--- src/rtl/msp_pkg.sv ---
// constants and types shared by the serial port files
package msp_pkg;
    localparam int          DATA_W          = 8;
    localparam int          DIV_W           = 16;
    localparam int          ASYNC_OVERSAMP  = 16;
    localparam int          CODEC_MIN_DIV   = 4;
    localparam int          TX_HOLD_BIT     = 11;
    localparam int          CTRL_W          = 16;
    localparam logic [15:0] CTRL_RESET      = 16'h0800;
    localparam logic [15:0] DIV_RESET       = 16'h0000;
    localparam int          FLAG_RX_BIT     = 0;
    localparam int          FLAG_TX_BIT     = 1;
    localparam int          MODE_LSB        = 0;
    localparam int          SEVEN_BIT       = 2;
    localparam int          PARITY_EN_BIT   = 3;
    localparam int          EVEN_BIT        = 4;
    localparam int          SLAVE_BIT       = 5;
    localparam int          PROTO2_BIT      = 6;
    localparam int          FS_INT_BIT      = 7;
    localparam int          NODE_ADDR_LSB   = 8;
    localparam logic [1:0]  MODE_SYNC       = 2'h0;
    localparam logic [1:0]  MODE_ASYNC      = 2'h1;
    localparam logic [1:0]  MODE_CODEC      = 2'h2;
    typedef enum logic [1:0] {ST_IDLE, ST_DATA, ST_PAR, ST_STOP} msp_state_type;
endpackage

--- src/rtl/msp_baud_timer.sv ---
// dedicated bit rate timer of the serial port
module msp_baud_timer #(
    parameter int DIV_W = msp_pkg::DIV_W
) (
    input  wire logic             clock_i,
    input  wire logic             resetn_i,
    input  wire logic [DIV_W-1:0] divisor_i,
    input  wire logic [DIV_W-1:0] floor_i,
    output logic                  tick_o
);
    logic [DIV_W-1:0] count_q;
    wire  [DIV_W-1:0] limit = (divisor_i < floor_i) ? floor_i : divisor_i;
    wire              wrap  = (count_q >= limit - 1'b1);

    always_ff @(posedge clock_i) begin
        if (!resetn_i) begin
            count_q <= '0;
            tick_o  <= 1'b0;
        end else begin
            count_q <= wrap ? '0 : count_q + 1'b1;
            tick_o  <= wrap;
        end
    end
endmodule // msp_baud_timer

--- src/rtl/msp_serial_port.sv ---
// multi-mode serial port: synchronous, asynchronous and codec modes
// How it works
// - a dedicated baud timer of its own makes the internal bit clock.
// - the only interrupt requests are receive buffer full and transmit buffer empty.
// - synchronous mode is half duplex and may run one bit per system clock.
// - in synchronous slave mode the bit clock comes from the link and is not driven.
// - with the second address protocol in synchronous mode the receiver drops words until one matches the node.
// - with the first address protocol every received word is passed to software.
// - synchronous sending waits for the hold bit, which a one in the clear register clears.
// - asynchronous mode is full duplex with an internal rate of at most clock over sixteen.
// - the asynchronous receiver flags parity, framing and overrun errors.
// - codec mode is full duplex at no more than a quarter of the clock rate when the bit clock is made here.
// - codec frame syncs are either made here or, for the receiver only, taken from the codec.
// - codec words are delivered as received, without expansion to linear.
// - the character format has seven-bit length, parity enable and even parity.
// - the baud divisor register sets the asynchronous bit rate.
// - ones in the flag clear register clear the matching pending flags.
// - the pins are shared by function between the modes.
module msp_serial_port (
    input  wire logic        clock_i,
    input  wire logic        resetn_i,
    input  wire logic [15:0] serial_control_reg_i,
    input  wire logic        serial_control_we_i,
    input  wire logic [15:0] serial_control_clear_reg_i,
    input  wire logic        serial_control_clear_we_i,
    input  wire logic [15:0] baud_divisor_reg_i,
    input  wire logic [1:0]  int_flag_clear_reg_i,
    input  wire logic        int_flag_clear_we_i,
    output logic [15:0]      serial_control_o,
    input  wire logic        tx_valid_i,
    input  wire logic [7:0]  tx_data_i,
    output logic             tx_ready_o,
    output logic             rx_valid_o,
    output logic [7:0]       rx_data_o,
    input  wire logic        rx_ready_i,
    output logic             rx_full_irq,
    output logic             tx_empty_irq,
    output logic             parity_err_o,
    output logic             framing_err_o,
    output logic             overrun_err_o,
    input  wire logic        rx_data_pin_i,
    output logic             rx_data_pin_o,
    output logic             rx_data_pin_oe_o,
    output logic             tx_data_pin_o,
    input  wire logic        tx_clk_pin_i,
    output logic             tx_clk_pin_oe_o,
    input  wire logic        codec_rx_bitclock_pin,
    input  wire logic        codec_tx_bitclock_pin,
    input  wire logic        rx_frame_sync_pin_i,
    output logic             rx_frame_sync_pin_o,
    output logic             rx_frame_sync_pin_oe_o,
    input  wire logic        tx_frame_sync_pin_i,
    output logic             tx_frame_sync_pin_o,
    output logic             tx_frame_sync_pin_oe_o
);
    logic [15:0] ctrl_q;
    logic [1:0]  flag_q;
    logic [4:0]  s1_q;
    logic [4:0]  s2_q;
    logic [4:0]  s3_q;

    // control register, hold bit cleared by a one in the clear register
    always_ff @(posedge clock_i) begin
        if (!resetn_i) begin
            ctrl_q <= msp_pkg::CTRL_RESET;
        end else if (serial_control_we_i) begin
            ctrl_q <= serial_control_reg_i;
        end else if (serial_control_clear_we_i) begin
            ctrl_q <= ctrl_q & ~serial_control_clear_reg_i;
        end
    end
    assign serial_control_o = ctrl_q;

    wire [1:0] mode      = ctrl_q[msp_pkg::MODE_LSB +: 2];
    wire       is_sync   = (mode == msp_pkg::MODE_SYNC);
    wire       is_async  = (mode == msp_pkg::MODE_ASYNC);
    wire       is_codec  = (mode == msp_pkg::MODE_CODEC);
    wire       seven     = ctrl_q[msp_pkg::SEVEN_BIT];
    wire       par_en    = ctrl_q[msp_pkg::PARITY_EN_BIT];
    wire       even      = ctrl_q[msp_pkg::EVEN_BIT];
    wire       slave     = ctrl_q[msp_pkg::SLAVE_BIT];
    wire       proto2    = ctrl_q[msp_pkg::PROTO2_BIT];
    wire       fs_int    = ctrl_q[msp_pkg::FS_INT_BIT];
    wire [7:0] node_addr = ctrl_q[msp_pkg::NODE_ADDR_LSB +: 8];
    wire       tx_hold   = ctrl_q[msp_pkg::TX_HOLD_BIT];

    // pin inputs through two flops: data, tx clock, codec clocks, frame sync
    wire [4:0] pins_raw = {rx_frame_sync_pin_i, codec_tx_bitclock_pin,
                           codec_rx_bitclock_pin, tx_clk_pin_i, rx_data_pin_i};
    always_ff @(posedge clock_i) begin
        if (!resetn_i) begin
            // data line idles high, clocks and frame syncs idle low
            s1_q <= 5'h01;
            s2_q <= 5'h01;
            s3_q <= 5'h01;
        end else begin
            s1_q <= pins_raw;
            s2_q <= s1_q;
            s3_q <= s2_q;
        end
    end
    wire rxd       = s2_q[0];
    wire rxd_fall  = ~s2_q[0] & s3_q[0];
    wire ext_rise  = s2_q[1] & ~s3_q[1];
    wire crx_fall  = ~s2_q[2] & s3_q[2];
    wire ctx_rise  = s2_q[3] & ~s3_q[3];
    wire fsr_rise  = s2_q[4] & ~s3_q[4];

    // timer floor: one in async (sixteen ticks per bit), four in codec, one in sync
    wire [15:0] floor = is_async ? 16'h0001 :
                        is_codec ? 16'(msp_pkg::CODEC_MIN_DIV) : 16'h0001;
    logic tick;
    msp_baud_timer #(.DIV_W(msp_pkg::DIV_W)) u_timer (
        .clock_i   (clock_i),
        .resetn_i  (resetn_i),
        .divisor_i (baud_divisor_reg_i),
        .floor_i   (floor),
        .tick_o    (tick)
    );

    // sixteen ticks per async bit; sync master runs straight off the tick
    logic [3:0] os_q;
    always_ff @(posedge clock_i) begin
        if (!resetn_i) os_q <= 4'h0;
        else if (tick) os_q <= os_q + 4'h1;
    end
    wire async_bit = tick && (os_q == 4'hf);
    wire sync_bit  = slave ? ext_rise : tick;
    wire codec_bit = fs_int ? tick : ctx_rise;
    wire tx_bit    = is_async ? async_bit : is_codec ? codec_bit : sync_bit;

    assign tx_clk_pin_oe_o = is_sync && !slave;
    assign rx_data_pin_o   = 1'b0;
    assign rx_data_pin_oe_o = 1'b0;

    // transmit buffer feeding the shifter
    logic       tb_valid;
    logic [7:0] tb_data;
    logic       tb_take;
    msp_skid_buf #(.W(8)) u_txbuf (
        .clock_i     (clock_i),
        .resetn_i    (resetn_i),
        .in_valid_i  (tx_valid_i),
        .in_data_i   (tx_data_i),
        .in_ready_o  (tx_ready_o),
        .out_valid_o (tb_valid),
        .out_data_o  (tb_data),
        .out_ready_i (tb_take)
    );

    msp_pkg::msp_state_type tx_st_q;
    logic [7:0] tx_sh_q;
    logic [2:0] tx_n_q;
    logic       tx_par_q;
    logic       txd_q;
    wire [2:0]  last_bit   = seven ? 3'h6 : 3'h7;
    // sync and codec put bit 0 out at the take, so one shift fewer
    wire [2:0]  tx_last    = is_async ? last_bit : last_bit - 3'h1;
    wire        tx_allowed = !(is_sync && tx_hold);
    assign tb_take = tx_bit && (tx_st_q == msp_pkg::ST_IDLE) && tb_valid && tx_allowed;

    always_ff @(posedge clock_i) begin
        if (!resetn_i) begin
            tx_st_q  <= msp_pkg::ST_IDLE;
            tx_sh_q  <= 8'h00;
            tx_n_q   <= 3'h0;
            tx_par_q <= 1'b0;
            txd_q    <= 1'b1;
        end else if (tx_bit) begin
            case (tx_st_q)
                msp_pkg::ST_IDLE: begin
                    txd_q <= 1'b1;
                    if (tb_take) begin
                        tx_sh_q  <= tb_data;
                        tx_n_q   <= 3'h0;
                        tx_par_q <= !even;
                        txd_q    <= is_async ? 1'b0 : tb_data[0];
                        tx_st_q  <= msp_pkg::ST_DATA;
                    end
                end
                msp_pkg::ST_DATA: begin
                    tx_par_q <= tx_par_q ^ tx_sh_q[0];
                    if (is_async) begin
                        txd_q   <= tx_sh_q[0];
                        tx_sh_q <= tx_sh_q >> 1;
                    end else begin
                        txd_q   <= tx_sh_q[1];
                        tx_sh_q <= tx_sh_q >> 1;
                    end
                    tx_n_q <= tx_n_q + 3'h1;
                    if (tx_n_q == tx_last) begin
                        tx_st_q <= (is_async && par_en) ? msp_pkg::ST_PAR :
                                   is_async ? msp_pkg::ST_STOP : msp_pkg::ST_IDLE;
                    end
                end
                msp_pkg::ST_PAR: begin
                    txd_q   <= tx_par_q;
                    tx_st_q <= msp_pkg::ST_STOP;
                end
                msp_pkg::ST_STOP: begin
                    txd_q   <= 1'b1;
                    tx_st_q <= msp_pkg::ST_IDLE;
                end
                default: tx_st_q <= msp_pkg::ST_IDLE;
            endcase
        end
    end
    assign tx_data_pin_o = txd_q;

    // internal frame syncs in codec mode
    logic [3:0] fs_cnt_q;
    logic       fs_q;
    always_ff @(posedge clock_i) begin
        if (!resetn_i) begin
            fs_cnt_q <= 4'h0;
            fs_q     <= 1'b0;
        end else if (tick) begin
            fs_cnt_q <= fs_cnt_q + 4'h1;
            fs_q     <= (fs_cnt_q == 4'h0);
        end
    end
    assign tx_frame_sync_pin_o    = fs_q;
    assign rx_frame_sync_pin_o    = fs_q;
    assign tx_frame_sync_pin_oe_o = is_codec && fs_int;
    assign rx_frame_sync_pin_oe_o = is_codec && fs_int;
    wire   frame_start = fs_int ? (tick && fs_cnt_q == 4'h0) : fsr_rise;

    // receiver
    msp_pkg::msp_state_type rx_st_q;
    logic [7:0] rx_sh_q;
    logic [2:0] rx_n_q;
    logic [3:0] rx_os_q;
    logic       rx_par_q;
    logic       addr_ok_q;
    logic       rx_skip_q;
    logic       word_done;
    logic [7:0] word_val;
    logic       word_perr;
    wire [7:0]  shifted = {rxd, rx_sh_q[7:1]};
    wire [7:0]  aligned = seven ? {1'b0, shifted[7:1]} : shifted;
    wire        sync_rx_bit  = is_sync && sync_bit && !tx_allowed;
    wire        codec_rx_bit = is_codec && (fs_int ? tick : crx_fall);
    wire        samp_bit     = is_async ? (tick && rx_os_q == 4'h7) :
                               (sync_rx_bit || codec_rx_bit);
    wire        start_edge   = is_async ? rxd_fall : is_codec ? frame_start : sync_rx_bit;

    always_ff @(posedge clock_i) begin
        if (!resetn_i) begin
            rx_st_q   <= msp_pkg::ST_IDLE;
            rx_sh_q   <= 8'h00;
            rx_n_q    <= 3'h0;
            rx_os_q   <= 4'h0;
            rx_par_q  <= 1'b0;
            rx_skip_q <= 1'b0;
            framing_err_o <= 1'b0;
            parity_err_o  <= 1'b0;
        end else begin
            if (tick) rx_os_q <= rx_os_q + 4'h1;
            case (rx_st_q)
                msp_pkg::ST_IDLE: if (start_edge) begin
                    rx_os_q  <= 4'h0;
                    rx_n_q   <= 3'h0;
                    rx_par_q <= !even;
                    rx_skip_q <= is_async;
                    rx_st_q  <= msp_pkg::ST_DATA;
                end
                msp_pkg::ST_DATA: if (samp_bit && rx_skip_q) begin
                    // middle of the start bit: a high line means a glitch
                    rx_skip_q <= 1'b0;
                    if (rxd) rx_st_q <= msp_pkg::ST_IDLE;
                end else if (samp_bit) begin
                    rx_sh_q  <= shifted;
                    rx_par_q <= rx_par_q ^ rxd;
                    rx_n_q   <= rx_n_q + 3'h1;
                    if (rx_n_q == last_bit) begin
                        rx_st_q <= (is_async && par_en) ? msp_pkg::ST_PAR :
                                   is_async ? msp_pkg::ST_STOP : msp_pkg::ST_IDLE;
                    end
                end
                msp_pkg::ST_PAR: if (samp_bit) begin
                    parity_err_o <= (rxd != rx_par_q);
                    rx_st_q      <= msp_pkg::ST_STOP;
                end
                msp_pkg::ST_STOP: if (samp_bit) begin
                    framing_err_o <= !rxd;
                    rx_st_q       <= msp_pkg::ST_IDLE;
                end
                default: rx_st_q <= msp_pkg::ST_IDLE;
            endcase
        end
    end
    wire rx_end = samp_bit && ((rx_st_q == msp_pkg::ST_STOP) ||
                  (!is_async && rx_st_q == msp_pkg::ST_DATA && rx_n_q == last_bit));
    wire [7:0] stop_word = seven ? {1'b0, rx_sh_q[7:1]} : rx_sh_q;
    assign word_val  = (rx_st_q == msp_pkg::ST_STOP) ? stop_word : aligned;

    // address filter: in sync mode protocol two drops words until one names this node
    always_ff @(posedge clock_i) begin
        if (!resetn_i) addr_ok_q <= 1'b0;
        else if (!proto2 || !is_sync) addr_ok_q <= 1'b0;
        else if (rx_end && word_val == node_addr) addr_ok_q <= 1'b1;
    end
    assign word_done = rx_end && (!is_sync || !proto2 || addr_ok_q);

    logic rb_ready;
    msp_skid_buf #(.W(8)) u_rxbuf (
        .clock_i     (clock_i),
        .resetn_i    (resetn_i),
        .in_valid_i  (word_done),
        .in_data_i   (word_val),
        .in_ready_o  (rb_ready),
        .out_valid_o (rx_valid_o),
        .out_data_o  (rx_data_o),
        .out_ready_i (rx_ready_i)
    );

    always_ff @(posedge clock_i) begin
        if (!resetn_i) overrun_err_o <= 1'b0;
        else if (word_done && !rb_ready) overrun_err_o <= 1'b1;
        else if (int_flag_clear_we_i && int_flag_clear_reg_i[msp_pkg::FLAG_RX_BIT])
            overrun_err_o <= 1'b0;
    end

    // pending flags; a new event wins over a clear in the same cycle
    wire [1:0] set_ev = {tb_take, word_done && rb_ready};
    wire [1:0] clr_ev = int_flag_clear_we_i ? int_flag_clear_reg_i : 2'h0;
    always_ff @(posedge clock_i) begin
        if (!resetn_i) flag_q <= 2'h0;
        else flag_q <= set_ev | (flag_q & ~clr_ev);
    end
    assign rx_full_irq  = flag_q[msp_pkg::FLAG_RX_BIT];
    assign tx_empty_irq = flag_q[msp_pkg::FLAG_TX_BIT];

    chk_flag_set_wins: assert property (@(posedge clock_i) disable iff (!resetn_i)
        set_ev[0] |=> rx_full_irq) else $error("rx flag lost to clear");
    chk_flag_clear: assert property (@(posedge clock_i) disable iff (!resetn_i)
        (clr_ev[1] && !set_ev[1]) |=> !tx_empty_irq) else $error("tx flag not cleared");
    chk_hold_blocks: assert property (@(posedge clock_i) disable iff (!resetn_i)
        (is_sync && tx_hold) |-> !tb_take) else $error("sync send while held");
    chk_slave_clk: assert property (@(posedge clock_i) disable iff (!resetn_i)
        (is_sync && slave) |-> !tx_clk_pin_oe_o) else $error("slave drives clock");
    chk_fs_drive: assert property (@(posedge clock_i) disable iff (!resetn_i)
        (is_codec && !fs_int) |-> !tx_frame_sync_pin_oe_o) else $error("fs driven");
    chk_async_rate: assert property (@(posedge clock_i) disable iff (!resetn_i)
        async_bit |=> !async_bit [*8]) else $error("async bit too fast");
    chk_overrun: assert property (@(posedge clock_i) disable iff (!resetn_i)
        (word_done && !rb_ready) |=> overrun_err_o) else $error("overrun missed");
    chk_stop_idle: assert property (@(posedge clock_i) disable iff (!resetn_i)
        (is_async && tx_st_q == msp_pkg::ST_STOP && tx_bit) |=> txd_q) else $error("no stop");
endmodule // msp_serial_port

--- src/rtl/msp_skid_buf.sv ---
// two-entry buffer with valid and ready on both sides
module msp_skid_buf #(
    parameter int W = msp_pkg::DATA_W
) (
    input  wire logic         clock_i,
    input  wire logic         resetn_i,
    input  wire logic         in_valid_i,
    input  wire logic [W-1:0] in_data_i,
    output logic              in_ready_o,
    output logic              out_valid_o,
    output logic [W-1:0]      out_data_o,
    input  wire logic         out_ready_i
);
    logic [W-1:0] mem_q [2];
    logic         wr_q;
    logic         rd_q;
    logic [1:0]   cnt_q;
    wire          push = in_valid_i && in_ready_o;
    wire          pop  = out_valid_o && out_ready_i;

    assign in_ready_o  = (cnt_q != 2'h2);
    assign out_valid_o = (cnt_q != 2'h0);
    assign out_data_o  = mem_q[rd_q];

    always_ff @(posedge clock_i) begin
        if (!resetn_i) begin
            wr_q     <= 1'b0;
            rd_q     <= 1'b0;
            cnt_q    <= 2'h0;
            mem_q[0] <= '0;
            mem_q[1] <= '0;
        end else begin
            if (push) begin
                mem_q[wr_q] <= in_data_i;
                wr_q        <= ~wr_q;
            end
            if (pop) begin
                rd_q <= ~rd_q;
            end
            cnt_q <= cnt_q + {1'b0, push} - {1'b0, pop};
        end
    end
endmodule // msp_skid_buf

--- config.mk ---
export PLATFORM = sky130hd
export DESIGN_NAME = msp_serial_port
export DESIGN_NICKNAME = d
export VERILOG_FILES = /design/src/rtl/msp_pkg.sv /design/src/rtl/msp_baud_timer.sv /design/src/rtl/msp_serial_port.sv /design/src/rtl/msp_skid_buf.sv
export SDC_FILE = /design/constraint.sdc
export NUM_CORES = 1
export LEC_CHECK = 0
export ABC_AREA = 0
export BUFFER_PORTS_ARGS = -buffer_cell sky130_fd_sc_hd__buf_2
export CAP_MARGIN = 15
export CORE_AREA = 3 3 137 139
export CTS_BUF_LIST = sky130_fd_sc_hd__clkbuf_4 sky130_fd_sc_hd__clkbuf_8 sky130_fd_sc_hd__clkbuf_16
export DETAILED_ROUTE_END_ITERATION = 10
export DIE_AREA = 0 0 140 142
export PLACE_DENSITY_LB_ADDON = 0.3
export SLEW_MARGIN = 0
export SYNTH_ARGS = -nofsm -noshare
export SYNTH_HDL_FRONTEND = slang
export SYNTH_SLANG_ARGS = --single-unit
export TNS_END_PERCENT = 1
--- constraint.sdc ---
create_clock -name clock_i -period 4.6 [get_ports clock_i]
set_clock_uncertainty 0.15 [all_clocks]
set_input_delay 0.92 -clock clock_i [delete_from_list [all_inputs] [get_ports clock_i]]
set_output_delay 0.92 -clock clock_i [all_outputs]
set_load 0.05 [all_outputs]
-- Word level (Yosys, flattened, before mapping)
Memories as Yosys holds them, arrays and structs flattened. A register that Yosys moved wholly into a read port is not among the register bits.
Cells that the tools add are included.
- register bits after elaboration: 105
- RAM bits: 32
- output and inout port bits: 39
- memories: 2
- add/subtract/negate cells: 12
- magnitude comparators: 2
- equal/unequal tests: 27
- mux-type cells: 76
- bitwise operators: 23
- reduce and logical (&&, ||, !) cells: 59
- memories (memory ; depth ; width ; read ports ; clocked after memory_dff ; wr ports ; line ; RTL):
    u_rxbuf.mem_q ; 2 ; 8 ; 1 ; 1 ; 2 ; msp_skid_buf.sv:14 ; logic [W-1:0] mem_q [2];
    u_txbuf.mem_q ; 2 ; 8 ; 1 ; 1 ; 2 ; msp_skid_buf.sv:14 ;
- operators with widths (kind ; count):
    $mux W16 ; 3
    $mux W8 ; 6
    $mux W1 ; 36
    $logic_and A1 B1 Y1 ; 25
    $mux W2 ; 12
    $mux W3 ; 7
    $ne A2 B2 Y1 const B ; 9
    $add A16 B1 Y16 const B ; 1
    $and A16 B16 Y16 ; 1
    $ge A16 B16 Y1 ; 1
    $lt A16 B3 Y1 ; 1
    $not A16 Y16 ; 1
    $pmux W2 S4 ; 2
    $pmux W8 S2 ; 1
    $reduce_or A8 Y1 ; 2
    $sub A16 B1 Y16 const B ; 1
    $add A4 B1 Y4 const B ; 3
    $mux W4 ; 3
    $pmux W3 S2 ; 2
    $reduce_and A3 Y1 ; 4
    $reduce_bool A2 Y1 ; 6
    $not A1 Y1 ; 11
    $eq A2 B2 Y1 const B ; 5
    $ne A3 B3 Y1 const B ; 3
    26 further kinds ; 53

-- Longest topological paths before layout
- word-level depth: 15
- depth in mapped cells: 19
- depth with buffers taken out: 17

-- By module
Synthesis repeated with hierarchy kept, for this count alone.
- cell total of the unflattened synthesis: 886
- area total of the unflattened synthesis: 7747.4 µm²
- by module, submodules not included (module ; instances ; cells an instance ; area an instance (µm²) ; sequential area each (µm²)):
    msp_serial_port ; 1 ; 474 ; 3881.2 ; 1601.5
    msp_baud_timer ; 1 ; 260 ; 2011.9 ; 340.3
    msp_skid_buf ; 2 ; 76 ; 927.1 ; 580.6

-- Worst setup path after synthesis
Ideal clock, no wire load.
- path type: reg2reg
- start: register ctrl_q[1] (netlist: serial_control_o[1])
- end: register u_timer.count_q[10]
- arrival: 4.477 ns
- data required time: 4.322 ns
- slack: -0.155 ns
- stages on the path, launching flop included: 19
- clock period less this slack: 4.755 ns
- cells stage by stage: dfxtp_1 > buf_2 > nor2b_1 > inv_1 > ha_1 > or4_4 > or4_4 > o21ai_0 > ha_1 > nand4_4 > nor4_2 > xnor2_1 > ha_1 > a21oi_1 > o21ai_0 > nand2_1 > o211ai_1 > clkbuf_1 > nor2_1
- longest elaborated chain between the ends: 8
- elaborated cells on any way between the ends: 9
- those cells by class: add/sub (1); order compare (2); eq/ne (2); mux (3); reduce/logical (1)
- RTL lines (element ; line ; RTL):
    from (decl) ; msp_serial_port.sv:56 ; logic [15:0] ctrl_q;
    from (signal assigned) ; msp_serial_port.sv:65 ; ctrl_q <= msp_pkg::CTRL_RESET;
    from (signal assigned) ; msp_serial_port.sv:67 ; ctrl_q <= serial_control_reg_i;
    from (signal assigned) ; msp_serial_port.sv:69 ; ctrl_q <= ctrl_q & ~serial_control_clear_reg_i;
    $eq A2 B2 Y1 ; msp_serial_port.sv:77 ; wire is_codec = (mode == msp_pkg::MODE_CODEC);
    $mux W3 ; msp_serial_port.sv:111 ; is_codec ? 16'(msp_pkg::CODEC_MIN_DIV) : 16'h0001;
    $mux W3 (*) ; msp_serial_port.sv:110 ; wire [15:0] floor = is_async ? 16'h0001 :
    $lt A16 B3 Y1 ; msp_baud_timer.sv:12 ; wire [DIV_W-1:0] limit = (divisor_i < floor_i) ? floor_i : divisor_i;
    $mux W16 (*) ; msp_baud_timer.sv:12 ;
    $sub A16 B1 Y16 (*) ; msp_baud_timer.sv:13 ; wire wrap = (count_q >= limit - 1'b1);
    $ge A16 B16 Y1 (*) ; msp_baud_timer.sv:13 ;
    $reduce_or A2 Y1 (no line) (*) ; - ;
    to (signal assigned) ; msp_baud_timer.sv:20 ; count_q <= wrap ? '0 : count_q + 1'b1;
    to (decl) ; msp_baud_timer.sv:11 ; logic [DIV_W-1:0] count_q;
Every way passes the cells marked *; elsewhere a longest branch is shown, timed or not.
A chain may end at the register's enable or synchronous reset.

-- Final worst setup path
- start: input port baud_divisor_reg_i[14]
- end: register u_timer.count_q[7]
- longest elaborated chain between the ends: 5
- RTL lines (element ; line ; RTL):
    from (decl) ; msp_serial_port.sv:26 ; input wire logic [15:0] baud_divisor_reg_i,
    $lt A16 B3 Y1 ; msp_baud_timer.sv:12 ;
    $mux W16 (*) ; msp_baud_timer.sv:12 ;
    $sub A16 B1 Y16 (*) ; msp_baud_timer.sv:13 ;
    $ge A16 B16 Y1 (*) ; msp_baud_timer.sv:13 ;
    $reduce_or A2 Y1 (no line) (*) ; - ;
Marked as above.

==> results.toml <==
[status]
run_status = "completed"

[timing]
max_freq_mhz = 231.1
worst_slew_pin_slew_ns = 0.8578
hold_slack_ns = 0.2536
setup_viol_count_final = 0
setup_tns_ns = 0
slew_headroom = 0.4247
period_share = 0.9407
min_period_ns = 4.327
slew_viol_final = 0
finalWorstSetupSlack_ns = 0.2729
hold_viol = 0

[pwr]
p_leak_nw = 3.476
finalPower_mw = 3.066
p_per_area_nw_per_um2 = 363.8
peakVddDrop_v = 0.0002776

[critical_path]
criticalPathCategory = "in2reg"
critPathArrivalTime_ns = 4.53
setup.worst_path.start_class = "input pin"
worstPathRequired_ns = 4.80
worstSetupEndpointType = "flip-flop"
crit_start = "baud_divisor_reg_i[14]"
crit_fanout = 15
r2r_start = "serial_control_o[1]"

[detailed_routing]
ant_nets = 0
vias = 5626
wl_per_cell_um = 13.72
drc_errors = 0
drtIter0Drc = 345
wl_um = 15510
firstDrtPassIters = 4
routed_via_density = 4.974

[layout]
fin_util = 0.4739
stdcell_count = 1131
seq_area_um2 = 3104
fin_area_um2 = 8426
fill_cells = 1704
fin_nets = 990
layout-drive-gt1-share = 0.2140
syn_to_final_growth_pct = 20.83
multi_input_area_um2 = 3660
diodes = 0

[global_route]
grt_pass1_wl_um = 25700
grt_antenna_before_repair = 0
grt_start_max_net_pins = 65
grt-ovfl-total = 0
grt_pass1_vias = 5283
grtUsageTotal = 0.1608

[clock_tree]
htree_levels = 4
clk_latency_ns = 0.42
root_buffer = "clkbuf_16"
cts.sinks = 139
cts_buffer_depth = 2
numCtsBuffers = 17
clk_pin_slew_ns = 0.06
cts_hold_buf = 0
cts_tree = "yes"

[min_path]
hold_path_class = "reg2reg"
min_from = "s1_q[0]"

[run]
drv_cap = 0

[logic_synthesis]
synth_ff_type = "dfxtp_1"
yosysUniqueCellTypes = 69
synthArstFlopShare = 0
yosysWarningCount = 0
synthCells = 775
synth_top_area_share = 0.3072
ys_seq_elements = 139
yosysSeqAreaShare = 0.4450
syn_area_um2 = 6973
syn_area_per_cell_um2 = 8.997
yosysTopAreaCell = "dfxtp_1"
yosys-top-cells-area = "dfxtp_1 31%, edfxtp_1 14%, nor2_1 6.2%"
synth-edff-count = 32

[placement]
dp_slack_ns = -0.1987
post_dp_cell_area_um2 = 7801
dp_hpwl_um = 11160
numPlacedInstances = 1096
gp_routability_congestion = 0.7743
port_buffers = 106

[floorplan]
rows = 49
dieArea_um2 = 19880
fp.dieH_um = 142
coreArea_um2 = 17780
die_x_um = 140
io_pins = 110
initial_core_util = 0.3922
==> registers in the layout (all words and copies together), names as in the netlist, 2 cells and up, named ones only <==
| name | count |
|---|---|
| rx_sh_q | 8 |
| os_q | 4 |
| rx_os_q | 4 |
| s3_q | 5 |
| tx_n_q | 3 |
| u_rxbuf.cnt_q | 2 |
| u_txbuf.cnt_q | 2 |
| s2_q | 5 |
| u_txbuf.mem_q | 16 |
| serial_control_o | 16 |
| u_rxbuf.mem_q | 16 |
| rx_n_q | 3 |
| s1_q | 5 |
| tx_sh_q | 8 |
| fs_cnt_q | 4 |
| flag_q | 2 |
| u_timer.count_q | 16 |
==> cell usage after synthesis, types with 6 or more instances <==
| library cell | n |
|---|---|
| nand4_1 | 7 |
| or2_2 | 8 |
| and3_1 | 7 |
| nand2b_1 | 10 |
| mux2i_1 | 19 |
| ha_1 | 30 |
| a21oi_1 | 43 |
| edfxtp_1 | 32 |
| nor2_1 | 115 |
| dfxtp_1 | 107 |
| nand3_1 | 16 |
| o21ai_0 | 26 |
| xor2_1 | 26 |
| nor3_1 | 22 |
| nand2_1 | 83 |
| and2_1 | 35 |
| mux2_2 | 10 |
| xnor2_1 | 26 |
| nor2b_1 | 7 |
| buf_1 | 6 |
| inv_1 | 19 |
| clkbuf_1 | 23 |
==> final cells by class <==
class                      count  area share
multi-input combinational    581      0.4344
sequential                   139      0.3684
timing repair buffer         130     0.08450
clock buffer                  21     0.05480
tap                          229     0.03401
clock inverter                11     0.01500
inverter                      20    0.008910
==> worst max-delay path, cell delays in order <==
cell and delay (ns):
buf_2 0.12, or4_1 0.57, or4_4 0.44, or4_4 0.43, o21ai_0 0.12, ha_2 0.27, nand4_4 0.12, nor4_4 0.17
xnor2_1 0.16, ha_1 0.27, a21oi_1 0.15, o21ai_0 0.09, a41oi_1 0.22, o211ai_1 0.14, buf_6 0.21, nor2_1 0.10
==> repair_timing <==
item                       4_1_cts  5_1_grt
setup endpoints to repair        0       14
setup buffers                    0        1
resized for setup                0        3
==> per-layer routing <==
metal | up-vias | global-route usage | wire [um]
met5 | - | 0 | 0
met4 | 0 | 0.05507 | 279
met3 | 22 | 0.04637 | 800
met2 | 122 | 0.2464 | 6988
met1 | 2576 | 0.2192 | 7444
li1 | 2906 | - | -
==> path summary, 6_finish.rpt <==
path                        endpoint  slack (ns)  cells past startpoint
setup reg to reg  u_timer.count_q[7]        0.55                     17
hold / removal               s2_q[0]        0.25                      1
hold reg to reg              s2_q[0]        0.25                      1
setup / recovery  u_timer.count_q[7]        0.27                     16
==> cell usage in the layout (no fill, tap or decap), types with 3 or more instances in the layout <==
cell type	n
a211oi_1	5
a21o_1	4
a21oi_1	42
a22oi_1	3
and2_1	35
and3_1	7
buf_2	106
buf_4	22
bufinv_16	3
clkbuf_16	17
clkbuf_4	3
clkinv_1	6
dfxtp_1	106
edfxtp_1	32
ha_1	29
inv_1	18
mux2_2	10
mux2i_1	19
nand2_1	83
nand2b_1	10
nand3_1	16
nand3b_1	4
nand4_1	7
nor2_1	115
nor2b_1	7
nor3_1	22
nor3b_1	3
nor4b_1	4
o211ai_1	4
o21a_1	4
o21ai_0	26
o22ai_1	5
o31ai_1	3
or2_2	8
or3_1	3
or4_1	3
xnor2_1	26
xor2_1	26
==> power breakdown <==
group	internal [mW]	switching, mW	leakage, nW
Clock	0.872	0.486	0.289
Combinational	0.135	0.235	1.98
Sequential	1.30	0.0369	1.20
Total	2.31	0.758	3.48
==> cells by family (layout without fill, tap and decap cells) <==
logic type	Yosys count	count (layout)	synth area share
buf+inv	56	182	0.03284
fa+ha+maj	30	30	0.05383
xor+xnor	52	52	0.06532
mux	29	29	0.04342
simple gates	344	344	0.2422
compound gates	124	124	0.1168
other cells	1	2	0.0005378
flops	139	139	0.4450
Power figures use the tool's default switching activity.
